`src/logic/nsr_pkg.sv`:
```
// constants for the flash status and interrupt register bank
package nsr_pkg;
	localparam int ADDR_W = 8;
	localparam logic [7:0] OFS_GEOMETRY = 8'h08;
	localparam logic [7:0] OFS_EN_CLR   = 8'h0C;
	localparam logic [7:0] OFS_EN_SET   = 8'h10;
	localparam logic [7:0] OFS_FLAGS    = 8'h14;
	localparam logic [7:0] OFS_COND     = 8'h18;
	// irq source positions
	localparam int IRQ_READY = 0;
	localparam int IRQ_ERROR = 1;
	localparam int IRQ_W     = 2;
	// condition register positions
	localparam int COND_POWER_REDUCED = 0;
	localparam int COND_LOADED        = 1;
	localparam int COND_BAD_COMMAND   = 2;
	localparam int COND_LOCKED        = 3;
	localparam int COND_FLASH_FAULT   = 4;
	localparam int COND_SECURITY      = 8;
	// geometry field positions
	localparam int GEO_COUNT_LSB = 0;
	localparam int GEO_SIZE_LSB  = 16;
	// sleep power reduction setting codes
	localparam logic [1:0] SLEEP_EXIT_ON_ACCESS = 2'h0;
	localparam logic [1:0] SLEEP_EXIT_ON_WAKE   = 2'h1;
	localparam logic [1:0] SLEEP_DISABLED       = 2'h3;
	localparam logic [IRQ_W-1:0] EN_RESET = 2'h0;
endpackage

```
`src/logic/nsr_regs.sv`:
```
// flash controller status, geometry and interrupt register bank on apb
// How it works
// - geometry bits 18:16 give page size code, size is 8 shifted by code.
// - geometry bits 15:0 give number of main flash pages.
// - writing ones to enable-clear drops those enables; zeros do nothing.
// - writing ones to enable-set raises those enables; zeros do nothing.
// - both enable registers read one shared enable set, reset zero.
// - error source is bit 1, ready source bit 0, others read zero.
// - error flag sets on flash fault, lock violation or bad command.
// - error flag stays until software writes one to it.
// - ready flag reads zero while busy, one when ready.
// - condition bit 8 shows security active.
// - condition bit 4 sticky flash fault, cleared by writing one.
// - condition bit 3 sticky locked region violation, write one clears.
// - condition bit 2 sticky bad command fault, write one clears.
// - bit 1 set on buffer load, cleared by page write, buffer clear, or write one.
// - bit 0 shows power reduced, entered by command or on sleep entry.
// - power reduction left on flash access, commands, or sleep exit when set.
// - sleep setting 0 exits on access, 1 on wake, 3 disables auto reduction.
`timescale 1ns/1ps
`default_nettype none
module nsr_regs #(
	parameter logic [2:0]  PAGE_SIZE_CODE = 3'h3,
	parameter logic [15:0] PAGE_COUNT     = 16'h0100
) (
	input  wire logic                      pclk,                          // system clock
	input  wire logic                      presetn,                       // async reset, low
	input  wire logic                      psel,                          // apb select
	input  wire logic                      penable,                       // apb access phase
	input  wire logic                      pwrite,                        // apb direction
	input  wire logic [nsr_pkg::ADDR_W-1:0] paddr,                        // apb byte address
	input  wire logic [31:0]               pwdata,                        // apb write data
	output logic      [31:0]               prdata,                        // apb read data
	output logic                           pready,                        // apb ready
	output logic                           pslverr,                       // apb error
	input  wire logic                      ctrl_busy,                     // controller busy
	input  wire logic                      flash_fault_evt,               // flash error pulse
	input  wire logic                      lock_violation_evt,            // locked write pulse
	input  wire logic                      bad_command_evt,               // bad command pulse
	input  wire logic                      buffer_load_evt,               // word loaded pulse
	input  wire logic                      page_write_evt,                // page write cmd pulse
	input  wire logic                      page_buffer_clear_cmd,         // buffer clear pulse
	input  wire logic                      enter_power_reduction_cmd,     // set reduction pulse
	input  wire logic                      leave_power_reduction_cmd,     // clear reduction pulse
	input  wire logic                      flash_access_evt,              // bus access to flash
	input  wire logic                      sleep_enter_evt,               // sleep entry pulse
	input  wire logic                      sleep_exit_evt,                // sleep exit pulse
	input  wire logic [1:0]                sleep_power_reduction_setting, // sleep setting
	input  wire logic                      security_active,               // security level
	output logic                           irq,                           // interrupt request
	output logic                           power_reduced_state            // reduction state
);
	import nsr_pkg::*;

	// refuse settings the logic cannot serve
	if (ADDR_W < 5) begin : g_bad_addr_w
		$error("address bus too narrow for the register map");
	end
	if (IRQ_W != 2) begin : g_bad_irq_w
		$error("interrupt logic serves exactly two sources");
	end
	if (IRQ_ERROR >= IRQ_W || IRQ_READY >= IRQ_W) begin : g_bad_irq_pos
		$error("interrupt source outside the enable field");
	end
	if (COND_SECURITY > 31 || COND_FLASH_FAULT != COND_LOADED + 3) begin : g_bad_cond_pos
		$error("condition fields do not fit the sticky bit loop");
	end
	if (GEO_SIZE_LSB + 3 > 32 || GEO_COUNT_LSB + 16 > GEO_SIZE_LSB) begin : g_bad_geo_pos
		$error("geometry fields overlap or leave the data word");
	end
	if (PAGE_COUNT == 16'h0000) begin : g_bad_count
		$error("page count of zero describes no flash");
	end

	// every bit of state in one record
	typedef struct packed {
		logic [31:0]      rdata;                   // read data for the access cycle
		logic             ready;                   // pready, one cycle after setup
		logic             slverr;                  // pslverr, valid with ready
		logic [IRQ_W-1:0] enable;                  // shared interrupt enables
		logic             err_flag;                // sticky error interrupt flag
		logic             ready_flag;              // controller idle mirror
		logic             flash_fault;             // sticky flash fault
		logic             locked_region_violation; // sticky lock violation
		logic             bad_command_fault;       // sticky bad command
		logic             loaded;                  // page buffer holds words
		logic             power_reduced;           // power reduction state
		logic             secure;                  // security mirror
		logic             irq;                     // interrupt request
	} nsr_state_t;

	nsr_state_t cur;      // registered state
	nsr_state_t next_cur; // next state

	// bus decode
	logic             setup;       // setup cycle of any transfer
	logic             wr;          // write that lands at this edge
	logic             wr_en_clr;   // write to the enable-clear view
	logic             wr_en_set;   // write to the enable-set view
	logic             wr_flags;    // write to the flag register
	logic             wr_cond;     // write to the condition register
	logic [IRQ_W-1:0] en_ones;     // ones written to an enable view
	logic             flag_clr;    // write-one clear of the error flag

	// event side
	logic             any_err;     // any of the three error events
	logic [3:0]       sticky_now;  // condition bits 4:1 as registered
	logic [3:0]       sticky_evt;  // set events of condition bits 4:1
	logic [3:0]       sticky_clr;  // write-one clears of condition bits 4:1
	logic [3:0]       sticky_drop; // hardware clears of condition bits 4:1
	logic [3:0]       sticky_next; // next value of condition bits 4:1
	logic             auto_active; // sleep setting allows automatic entry
	logic             pr_exit;     // any cause to leave power reduction
	logic             pr_enter;    // any cause to enter power reduction

	// read views
	logic [31:0]      geo_word;    // geometry view
	logic [31:0]      en_word;     // shared enable view

	// apb setup phase is where the slave registers the answer
	assign setup = psel && !penable;
	// a write lands only in the access cycle that carries pready
	assign wr = psel && penable && pwrite && pready;

	// one select per writable register
	assign wr_en_clr = wr && (paddr == OFS_EN_CLR);
	assign wr_en_set = wr && (paddr == OFS_EN_SET);
	assign wr_flags  = wr && (paddr == OFS_FLAGS);
	assign wr_cond   = wr && (paddr == OFS_COND);

	// write data fields, unused bits of the word are dropped
	assign en_ones  = pwdata[IRQ_W-1:0];
	assign flag_clr = wr_flags && pwdata[IRQ_ERROR];

	// error events feed the one shared error flag
	assign any_err = flash_fault_evt || lock_violation_evt || bad_command_evt;

	// sticky condition bits 4:1 as one vector, bit k is condition bit k+1
	assign sticky_now  = {cur.flash_fault, cur.locked_region_violation, cur.bad_command_fault, cur.loaded};
	assign sticky_evt  = {flash_fault_evt, lock_violation_evt, bad_command_evt, buffer_load_evt};
	assign sticky_drop = {3'h0, page_write_evt || page_buffer_clear_cmd};

	// per-bit sticky logic: clears first, a same-cycle set event wins
	for (genvar k = 0; k < 4; k++) begin : g_sticky
		assign sticky_clr[k]  = wr_cond && pwdata[COND_LOADED + k];
		assign sticky_next[k] = sticky_evt[k] || (sticky_now[k] && !sticky_clr[k] && !sticky_drop[k]);
	end

	// automatic entry needs one of the two active sleep settings
	assign auto_active = (sleep_power_reduction_setting == SLEEP_EXIT_ON_ACCESS)
		|| (sleep_power_reduction_setting == SLEEP_EXIT_ON_WAKE);
	// leaving causes: command, flash access or wake, per sleep setting
	assign pr_exit = leave_power_reduction_cmd
		|| (flash_access_evt && sleep_power_reduction_setting == SLEEP_EXIT_ON_ACCESS)
		|| (sleep_exit_evt && sleep_power_reduction_setting == SLEEP_EXIT_ON_WAKE);
	// entering causes: command, or sleep entry with an active setting
	assign pr_enter = enter_power_reduction_cmd || (sleep_enter_evt && auto_active);

	// geometry view: size code and page count, other bits low
	assign geo_word = (32'(PAGE_SIZE_CODE) << GEO_SIZE_LSB)
		| (32'(PAGE_COUNT) << GEO_COUNT_LSB);
	// enable view is the same for both enable registers
	assign en_word = {{(32 - IRQ_W){1'b0}}, cur.enable};

	// flag view: error and ready flags at their source positions
	function automatic logic [31:0] flag_view(input nsr_state_t s);
		logic [31:0] w;
		w = 32'h0000_0000;
		w[IRQ_ERROR] = s.err_flag;
		w[IRQ_READY] = s.ready_flag;
		return w;
	endfunction

	// condition view: security, sticky bits and power state, others low
	function automatic logic [31:0] cond_view(input nsr_state_t s);
		logic [31:0] w;
		w = 32'h0000_0000;
		w[COND_SECURITY]      = s.secure;
		w[COND_FLASH_FAULT]   = s.flash_fault;
		w[COND_LOCKED]        = s.locked_region_violation;
		w[COND_BAD_COMMAND]   = s.bad_command_fault;
		w[COND_LOADED]        = s.loaded;
		w[COND_POWER_REDUCED] = s.power_reduced;
		return w;
	endfunction

	// next state of the whole bank
	always_comb begin
		next_cur = cur;

		// bus answer: pready one cycle after setup, error only with it
		next_cur.ready = setup;
		if (!setup) begin
			next_cur.slverr = 1'b0;
		end

		// enable bits are shared by set and clear views
		if (wr_en_clr) begin
			next_cur.enable = cur.enable & ~en_ones;
		end
		if (wr_en_set) begin
			next_cur.enable = cur.enable | en_ones;
		end

		// error flag: clear by writing one, a same-cycle event wins
		if (flag_clr) begin
			next_cur.err_flag = 1'b0;
		end
		if (any_err) begin
			next_cur.err_flag = 1'b1;
		end

		// level mirrors, one cycle behind their inputs
		next_cur.ready_flag = !ctrl_busy;
		next_cur.secure = security_active;

		// sticky condition bits from the per-bit logic
		next_cur.flash_fault = sticky_next[COND_FLASH_FAULT - COND_LOADED];
		next_cur.locked_region_violation = sticky_next[COND_LOCKED - COND_LOADED];
		next_cur.bad_command_fault = sticky_next[COND_BAD_COMMAND - COND_LOADED];
		next_cur.loaded = sticky_next[0];

		// power reduction: leaving first, entering wins when both arrive
		if (pr_exit) begin
			next_cur.power_reduced = 1'b0;
		end
		if (pr_enter) begin
			next_cur.power_reduced = 1'b1;
		end

		// interrupt from the flag and enable values being registered
		next_cur.irq = |({next_cur.err_flag, next_cur.ready_flag} & next_cur.enable);

		// read data and error captured in the setup cycle
		if (setup) begin
			next_cur.rdata = 32'h0000_0000;
			next_cur.slverr = 1'b0;
			case (paddr)
				OFS_GEOMETRY: begin
					next_cur.rdata = geo_word;
					next_cur.slverr = pwrite; // read-only register refuses writes
				end
				OFS_EN_CLR, OFS_EN_SET: begin
					next_cur.rdata = en_word;
				end
				OFS_FLAGS: begin
					next_cur.rdata = flag_view(cur);
				end
				OFS_COND: begin
					next_cur.rdata = cond_view(cur);
				end
				default: begin
					next_cur.slverr = 1'b1; // unmapped address
				end
			endcase
		end
	end

	// state register
	always_ff @(posedge pclk or negedge presetn) begin
		if (!presetn) begin
			cur <= '0;
		end else begin
			cur <= next_cur;
		end
	end

	// outputs straight from the state
	assign prdata = cur.rdata;
	assign pready = cur.ready;
	assign pslverr = cur.slverr;
	assign irq = cur.irq;
	assign power_reduced_state = cur.power_reduced;
endmodule
`default_nettype wire

```
`config.mk`:
```
export PLATFORM = sky130hd
export DESIGN_NAME = nsr_regs
export DESIGN_NICKNAME = d
export VERILOG_FILES = /design/src/logic/nsr_pkg.sv /design/src/logic/nsr_regs.sv
export SDC_FILE = /design/constraint.sdc
export NUM_CORES = 1
export LEC_CHECK = 0
export BUFFER_PORTS_ARGS = -buffer_cell sky130_fd_sc_hd__buf_4
export CAP_MARGIN = 20
export CORE_MARGIN = 4
export CORE_UTILIZATION = 34
export DETAILED_ROUTE_END_ITERATION = 16
export GPL_ROUTABILITY_DRIVEN = 0
export GPL_TIMING_DRIVEN = 1
export PLACE_DENSITY = 0.77
export SETUP_SLACK_MARGIN = 0.1
export SYNTH_ARGS = -nofsm -noshare
export SYNTH_HDL_FRONTEND = slang
export SYNTH_SLANG_ARGS = --single-unit
```
`constraint.sdc`:
```
create_clock -name pclk -period 4.3 [get_ports pclk]
set_clock_uncertainty 0.05 [all_clocks]
set_input_delay 0 -clock pclk [delete_from_list [all_inputs] [get_ports pclk]]
set_output_delay 0 -clock pclk [all_outputs]
set_load 0.05 [all_outputs]
```
**After elaboration in Yosys (flattened, before gate mapping)**

Index checks and enable logic that the tools add are counted.

- Eq/ne operators: 6
- Muxes and demuxes: 9
- Bitwise gates (word level): 4
- Reduce and logical (&&, ||, !) cells: 44

Operators by type and width:

| operator | number |
|---|---|
| 18-bit one-hot mux with 4 select lines | 1 |
| 8-bit by 5-bit equality test with 1-bit output, second input constant | 3 |
| 1-bit logical AND | 21 |
| 8-bit by 4-bit equality test with 1-bit output, second input constant | 2 |
| 1-bit logical OR | 11 |
| 1-bit zero test | 7 |
| 1-bit two-way mux | 5 |
| 2-bit bitwise AND | 2 |
| 2-bit two-way mux | 2 |
| 2-bit OR reduction | 2 |
| 4-bit OR reduction | 1 |
| 2-bit by 1-bit equality test with 1-bit output, second input constant | 1 |
| 2-bit zero test | 1 |
| 2-bit inverter | 1 |
| 2-bit OR | 1 |
| 1-bit one-hot mux with 2 select lines | 1 |
| 2-bit nonzero test | 1 |

- Flip-flop bits (word level): 45
- Bits of input ports: 60
- Logic and storage cells: 76

**Logic depth before layout (Yosys ltp)**

Gate-level depths: netlist (run 1).

- Depth in word-level cells: 9
- Mapped depth: 5
- Mapped depth without buffers: 4

**Least setup slack after synthesis (run 1)**

Ideal clock, no wire load.

- Path kind: reg-to-reg
- Start: register cur (netlist bit pready)
- End: register cur[3] in the netlist's numbering
- Arrival: 1.606 ns
- Data required time: 4.130 ns
- Slack: 2.524 ns
- Cell stages (with the launch flop): 5
- Path buffers: 0
- Period minus slack after synthesis: 1.776 ns
- Path through: dfrtp_1 -> nand4_1 -> nor4_2 -> nand2_1 -> a31o_1

RTL lines:

| item | line | text |
|---|---|---|
| from (decl) | nsr_regs.sv:92 | `nsr_state_t cur;` |
| from (signal assigned) | nsr_regs.sv:264 | `cur <= next_cur;` |

==> impl_metrics.csv, run 1 <==
group,metric,value,unit
synth,seq_area_frac_synth,40.6,%
timing,fin_crit,2.20,ns
layout,multi_input_area,552,um2
synth,netlist.area_leader.share,40.6,%
synth,synth_top_cell_by_area,"dfrtp_1",
timing,setup_slack,2.10,ns
outcome,outcome,"complete, no violations",
timing,final_hold_viol_count,0,
routing,drtPass1Iterations,4,
setup_path,crit_buf_inv,1,
setup_path,critPathTopFamily,"simple AND/OR/NAND/NOR gates",
clock_network,cts.sinks,20,
global_routing,grtUsageTotal,12.4,%
clock_network,htree_levels,1,
global_routing,grt_pass1_vias,918,
synth,syn_area,1230,um2
power,p_leak,0.749,nW
synth,synthCells,129,
run,maxCapViolations,0,
synth,synthTopCellsByCount,"buf_4 (32), dfrtp_1 (20), nand2_1 (12)",
timing,setup_viol,0,
routing,vias_per_cell,4.42,
synth,ys_seq_elements,20,
setup_path,cpPeakStageDelay,0.54,ns
layout,regArea,500,um2
setup_path,required,4.45,ns
die,core_area,3420,um2
clock_network,clk_pin_slew_worst_paths,0.11,ns
hold_path,worstHoldPathCells,4,
routing,routed_wl,2680,um
layout,utilization,47.9,%
setup_path,reg2regPathDepth,5,
layout,nNetsFinal,240,
routing,avgRoutedWirePerCell,11.9,um
clock_network,cts.path.max_buffers,2,
die,die_h,68.2,um
setup_path,cp_data_arrival_time,2.35,ns
synth,synth_cell_types,31,
setup_path,critPathMaxFanout,6,
timing,hold_slack,0.00385,ns
power,powerDensity,256,nW/um2
clock_network,cts_resized,0,
die,initial_core_util,36.1,%
clock_network,root_buffer,"clkbuf_4",
die,pin_count,96,
clock_network,insertion_delay,0.30,ns
synth,synth.area.top_cells,"dfrtp_1 (41%), buf_4 (19%), nand2_1 (3.7%), o31ai_1 (3.7%), a22o_1 (2.8%)",
placement,pre_cts_slack,2.62,ns
timing,slew_viol_final,0,
power,power,0.419,mW
setup_path,crit_path_start_kind,"register",
synth,avgSynthCellArea,9.56,um2
synth,ys.flop_type,"dfrtp_1",
timing,finalCritPeriodShare,51.2,%
die,rows,21,
global_routing,grt_pass1_wl,4320,um
setup_path,worstSetupPathType,"reg2reg",
global_routing,antenna_found_initial,0,
global_routing,gr-total-overflow,0,
setup_path,crit_path_top_delay_cell,"dlygate4sd3_1",
layout,fillers,325,
placement,dp_hpwl,2030,um
clock_network,numCtsBuffers,3,
die,die_x,68.2,um
routing,via_count,995,
synth,yosys_warnings,0,
timing,fmax,0.454,GHz
setup_path,worst-path-stages,5,
layout,diodes,0,
global_routing,grt_max_degree,21,
setup_path,endpoint_kind,"register",
hold_path,hold_path_class,"in2reg",
placement,port_buffers,44,
routing,drtIter0Drc,16,
routing,drc,0,
power,peakVddDrop,0.128,mV
routing,antenna_left,0,
timing,rsz0062_at_grt,"no",
synth,synthArstFlopShare,100,%
timing,totalNegativeSetupSlack,0,ns
layout,area_growth,32.8,%
die,die_area,4660,um2
clock_network,tritoncts,"built",
layout,drive_gt1_share,29.1,%
synth,synth_enable_flop_cells,0,
setup_path,worstPathCellList,"nand4_1, nor4_2, nand2_1, a31o_1, dlygate4sd3_1",
synth,yosysMostFrequentCell,"buf_4",
## path summary, 6_finish.rpt
path,start,to,slack (ns)
setup / recovery,pready,cur[3],2.10
hold / removal,paddr[3],pslverr,0.004
setup reg to reg,pready,cur[3],2.10
hold reg to reg,prdata[8],prdata[8],0.44
max in group asynchronous,presetn,power_reduced_state,3.96
min in group asynchronous,presetn,cur[8],0.04
## worst register-to-register path: stages, from the launching register on
cell	delay (ns)
dfrtp_1	0.37
nand4_1	0.29
nor4_2	0.51
nand2_1	0.12
a31o_1	0.21
dlygate4sd3_1	0.54
## per-layer routing
metal	GRT usage, %	share of wire (%)	up-vias
li1	-	-	508
met1	16.2	40	442
met2	19.9	51	40
met3	2.13	7.4	5
met4	5.96	1.8	0
met5	0	0	-
## cells in the final DEF, fill, tap and decap left out, types with 2 or more instances in the layout
| cell | n |
|---|---|
| nand2b_1 | 3 |
| o41ai_2 | 2 |
| a21o_1 | 3 |
| or3_1 | 2 |
| dfrtp_1 | 20 |
| dlygate4sd3_1 | 15 |
| inv_1 | 3 |
| a21oi_1 | 4 |
| clkbuf_4 | 3 |
| mux2i_1 | 3 |
| nor3_1 | 2 |
| nor2b_1 | 2 |
| or4b_1 | 2 |
| nand4b_1 | 2 |
| buf_4 | 44 |
| nor2_1 | 6 |
| conb_1 | 24 |
| a22o_1 | 4 |
| nand3b_1 | 3 |
| nand3_1 | 2 |
| o31ai_1 | 6 |
| nand2_1 | 12 |
| o21ai_0 | 3 |
## stage by stage
stage	cell area (um2)	instances
after floorplan	1320	152
after global placement	1450	206
after detailed placement	1450	206
after CTS	1640	225
after global routing	1640	225
final	1640	225
## where the power goes
| group | internal, mW | total [mW] | switching [mW] |
|---|---|---|---|
| clock | 0.0517 | 0.109 | 0.0572 |
| combinational | 0.0375 | 0.116 | 0.0790 |
| sequential | 0.192 | 0.193 | 0.00173 |
| total | 0.281 | 0.419 | 0.138 |
## layout make-up
cell class                      count  area share, %
Tap cell                           46           3.51
Clock buffer                        4           2.22
Inverter                            3          0.688
Sequential cell                    20           30.6
Multi-Input combinational cell     93           33.7
Timing Repair Buffer               59           29.3
## state kept, by name, indices dropped and copies added (netlist names)
name	flops
pslverr	1
prdata	7
irq	1
pready	1
cur	9
power_reduced_state	1
## logic make-up after synthesis
| logic type | Yosys count | share of synthesized area, % |
|---|---|---|
| compound gates | 25 | 15.8 |
| other cells | 1 | 0.304 |
| mux | 3 | 2.43 |
| simple gates | 41 | 19.2 |
| flops | 20 | 40.6 |
| buf+inv | 39 | 21.7 |
## repair_timing
action | 4_1_cts | 5_1_grt
setup buffers | 0 | 0
endpoints found under the setup margin | 0 | 0
endpoints found under the hold margin | 30 | 0
hold buffers | 15 | 0
Note: power is estimated with default switching activity, not from simulation.
==> run 2, diff against run 1 <==
- ABC_AREA: not set -> 1
- PLACE_DENSITY: 0.77 -> 0.78
- clock period: 4.3 -> 1.85 ns (I/O delays scaled with it)
==> run 2 against run 1 <==
Compared with the run above:
- the run now ends with hold timing left
- sequential cell count unchanged
- non-clock buffer count rose by 6
- clock-buffer cell count unchanged
- worst setup slack got worse by 1.9 ns
- die area up 3.4%
- synthesized cell count grew 29%
- wire length increased by 0.93%
- via count increased by 10%
- worst hold slack worse by 0.0093 ns
- sequential power increased by 130%
- area after synthesis grew 3.9%
- core utilization grew 0.79 points
- critical endpoint unchanged
- highest routed layer unchanged
==> impl_metrics.csv, run 2 <==
group,metric,value,unit
setup_path,crit_path_start_kind,"input port",
synth,netlist.area_leader.share,39.1,%
clock_network,insertion_delay,0.26,ns
setup_path,crit_path_top_delay_cell,"dlygate4sd3_1",
global_routing,gr-total-overflow,0,
layout,final_common_cell,"buf_4",
clock_network,cts.sinks,20,
synth,synthCells,166,
placement,placed_cells,249,
synth,seq_area_frac_synth,39.1,%
synth,synth-xor-area-share,0,%
synth,synthTopCellsByCount,"nand2_1 (46), buf_4 (32), dfrtp_1 (20)",
synth,synth_enable_flop_cells,0,
timing,hold_slack,-0.00544,ns
outcome,outcome,"complete, but fails checks",
synth,muxShareOfSynthArea,0,%
synth,syn_area,1280,um2
power,power,1.06,mW
synth,avgSynthCellArea,7.72,um2
global_routing,grt_pass1_wl,4670,um
timing,fmax,0.590,GHz
routing,avgRoutedWirePerCell,9.92,um
synth,synth_top_family_by_area,"simple AND/OR/NAND/NOR gates",
routing,drtPass1Iterations,4,
synth,synthSimpleGateAreaFrac,32.1,%
placement,dp_hpwl,2100,um
timing,setup_viol,0,
layout,utilization,48.7,%
synth,synth_cell_types,21,
timing,finalCritPeriodShare,91.7,%
synth,ys_seq_elements,20,
layout,mostFrequentLayoutCells,"buf_4 (47), nand2_1 (45), conb_1 (24)",
placement,port_buffers,44,
routing,routed_wl,2710,um
routing,vias_per_cell,4.01,
clock_network,numCtsBuffers,3,
placement,pre_cts_slack,0.606,ns
setup_path,critPathMaxFanout,6,
timing,slew_viol_final,0,
routing,antenna_left,0,
timing,rsz0062_at_grt,"yes",
layout,drive_gt1_share,30.2,%
synth,synthAdderAreaFrac,0,%
setup_path,worstPathCellList,"dlygate4sd3_1, buf_4, nand2_2, nor2_4, nand2_1, nor3_2, o21bai_1, dlygate4sd3_1",
timing,totalNegativeSetupSlack,0,ns
hold_path,hold_path_class,"in2reg",
setup_path,required,1.95,ns
die,die_x,69.4,um
die,rows,22,
timing,fin_crit,1.70,ns
clock_network,cts.path.max_buffers,2,
clock_network,htree_levels,1,
die,die_area,4810,um2
setup_path,crit_top_cell,"dlygate4sd3_1",
clock_network,tritoncts,"built",
die,pin_count,96,
layout,nNetsFinal,286,
synth,synthArstFlopShare,100,%
power,p_leak,0.963,nW
die,die_h,69.4,um
die,core_area,3660,um2
synth,synth.area.top_cells,"dfrtp_1 (39%), buf_4 (19%), nand2_1 (13%), nand3_1 (6.6%), inv_1 (4.4%)",
outcome,violations,"hold timing",
clock_network,root_buffer,"clkbuf_8",
synth,ys.flop_type,"dfrtp_1",
layout,final_cells,273,
synth,synth_top_cell_by_area,"dfrtp_1",
layout,area_growth,39.3,%
global_routing,antenna_found_initial,0,
layout,largest_register,"cur",
timing,setup_slack,0.154,ns
routing,drtIter0Drc,21,
setup_path,cpPeakStageDelay,0.55,ns
layout,largest_reg_flops,9,
run,maxCapViolations,0,
placement,place_area,1520,um2
power,peakVddDrop,0.265,mV
power,powerDensity,592,nW/um2
synth,yosysMostFrequentCell,"nand2_1",
global_routing,grt_pass1_vias,1075,
setup_path,cp_data_arrival_time,1.79,ns
layout,diodes,0,
global_routing,grt_max_degree,21,
die,initial_core_util,35.0,%
routing,drc,0,
setup_path,worstSetupPathType,"in2reg",
synth,synth_compound_area_share,3.91,%
global_routing,grtUsageTotal,11.5,%
synth,yosys_warnings,0,
layout,final_area,1780,um2
clock_network,clk_pin_slew_worst_paths,0.07,ns
setup_path,endpoint_kind,"register",
timing,final_hold_viol_count,2,
routing,via_count,1095,
[run 2: critical path, delay by kind of cell]
kind | cells | cell delay, ns
and+or+nand+nor | 4 | 0.54
buffers and inverters | 3 | 1.18
AOI/OAI and AO/OA | 1 | 0.07
[run 2: logic make-up (layout without fill, tap and decap cells)]
group | after synthesis | count (layout)
and+or+nand+nor | 86 | 86
other | 1 | 24
buffers and inverters | 51 | 87
DFF | 20 | 20
AOI/OAI and AO/OA | 8 | 8
[run 2: area by class of cell]
cell class,instances,area [um2]
Fill cell,355,1880
Sequential cell,20,500
Timing Repair Buffer,65,534
Tap cell,48,60.1
Inverter,18,70.1
Clock buffer,4,55.1
Multi-Input combinational cell,118,564
[run 2: worst paths after layout]
path	endpoint	from	slack [ns]	cells after the start
min in group asynchronous	cur[1]	presetn	0.11	2
worst min-delay path	cur[6]	pwdata[4]	-0.005	3
max in group asynchronous	power_reduced_state	presetn	1.44	2
worst max-delay path	cur[3]	pwrite	0.15	8
worst min register to register	cur[6]	cur[6]	0.44	1
worst max register to register	cur[3]	pready	0.17	6
[run 2: where the power goes]
| group | switching, mW | internal, mW | leakage [nW] | total (mW) |
|---|---|---|---|---|
| Combinational | 0.187 | 0.0874 | 0.689 | 0.274 |
| Clock | 0.143 | 0.189 | 0.0288 | 0.332 |
| Sequential | 0.00477 | 0.446 | 0.246 | 0.450 |
| Total | 0.334 | 0.722 | 0.963 | 1.06 |
[run 2: repair_timing]
| item | CTS | global route |
|---|---|---|
| buffers inserted | 0 | 3 |
| resized for setup | 0 | 4 |
| setup endpoints to repair | 0 | 1 |
| hold buffers | 18 | 0 |
| endpoints found under the hold margin | 32 | 0 |
[run 2: routing by layer]
metal	vias to the layer above	part of all wire, %	track usage [%]
li1	571	-	-
met1	491	42	14.6
met2	31	52	19.9
met3	2	5.7	2.32
met4	0	0.52	2.60
met5	-	0	0
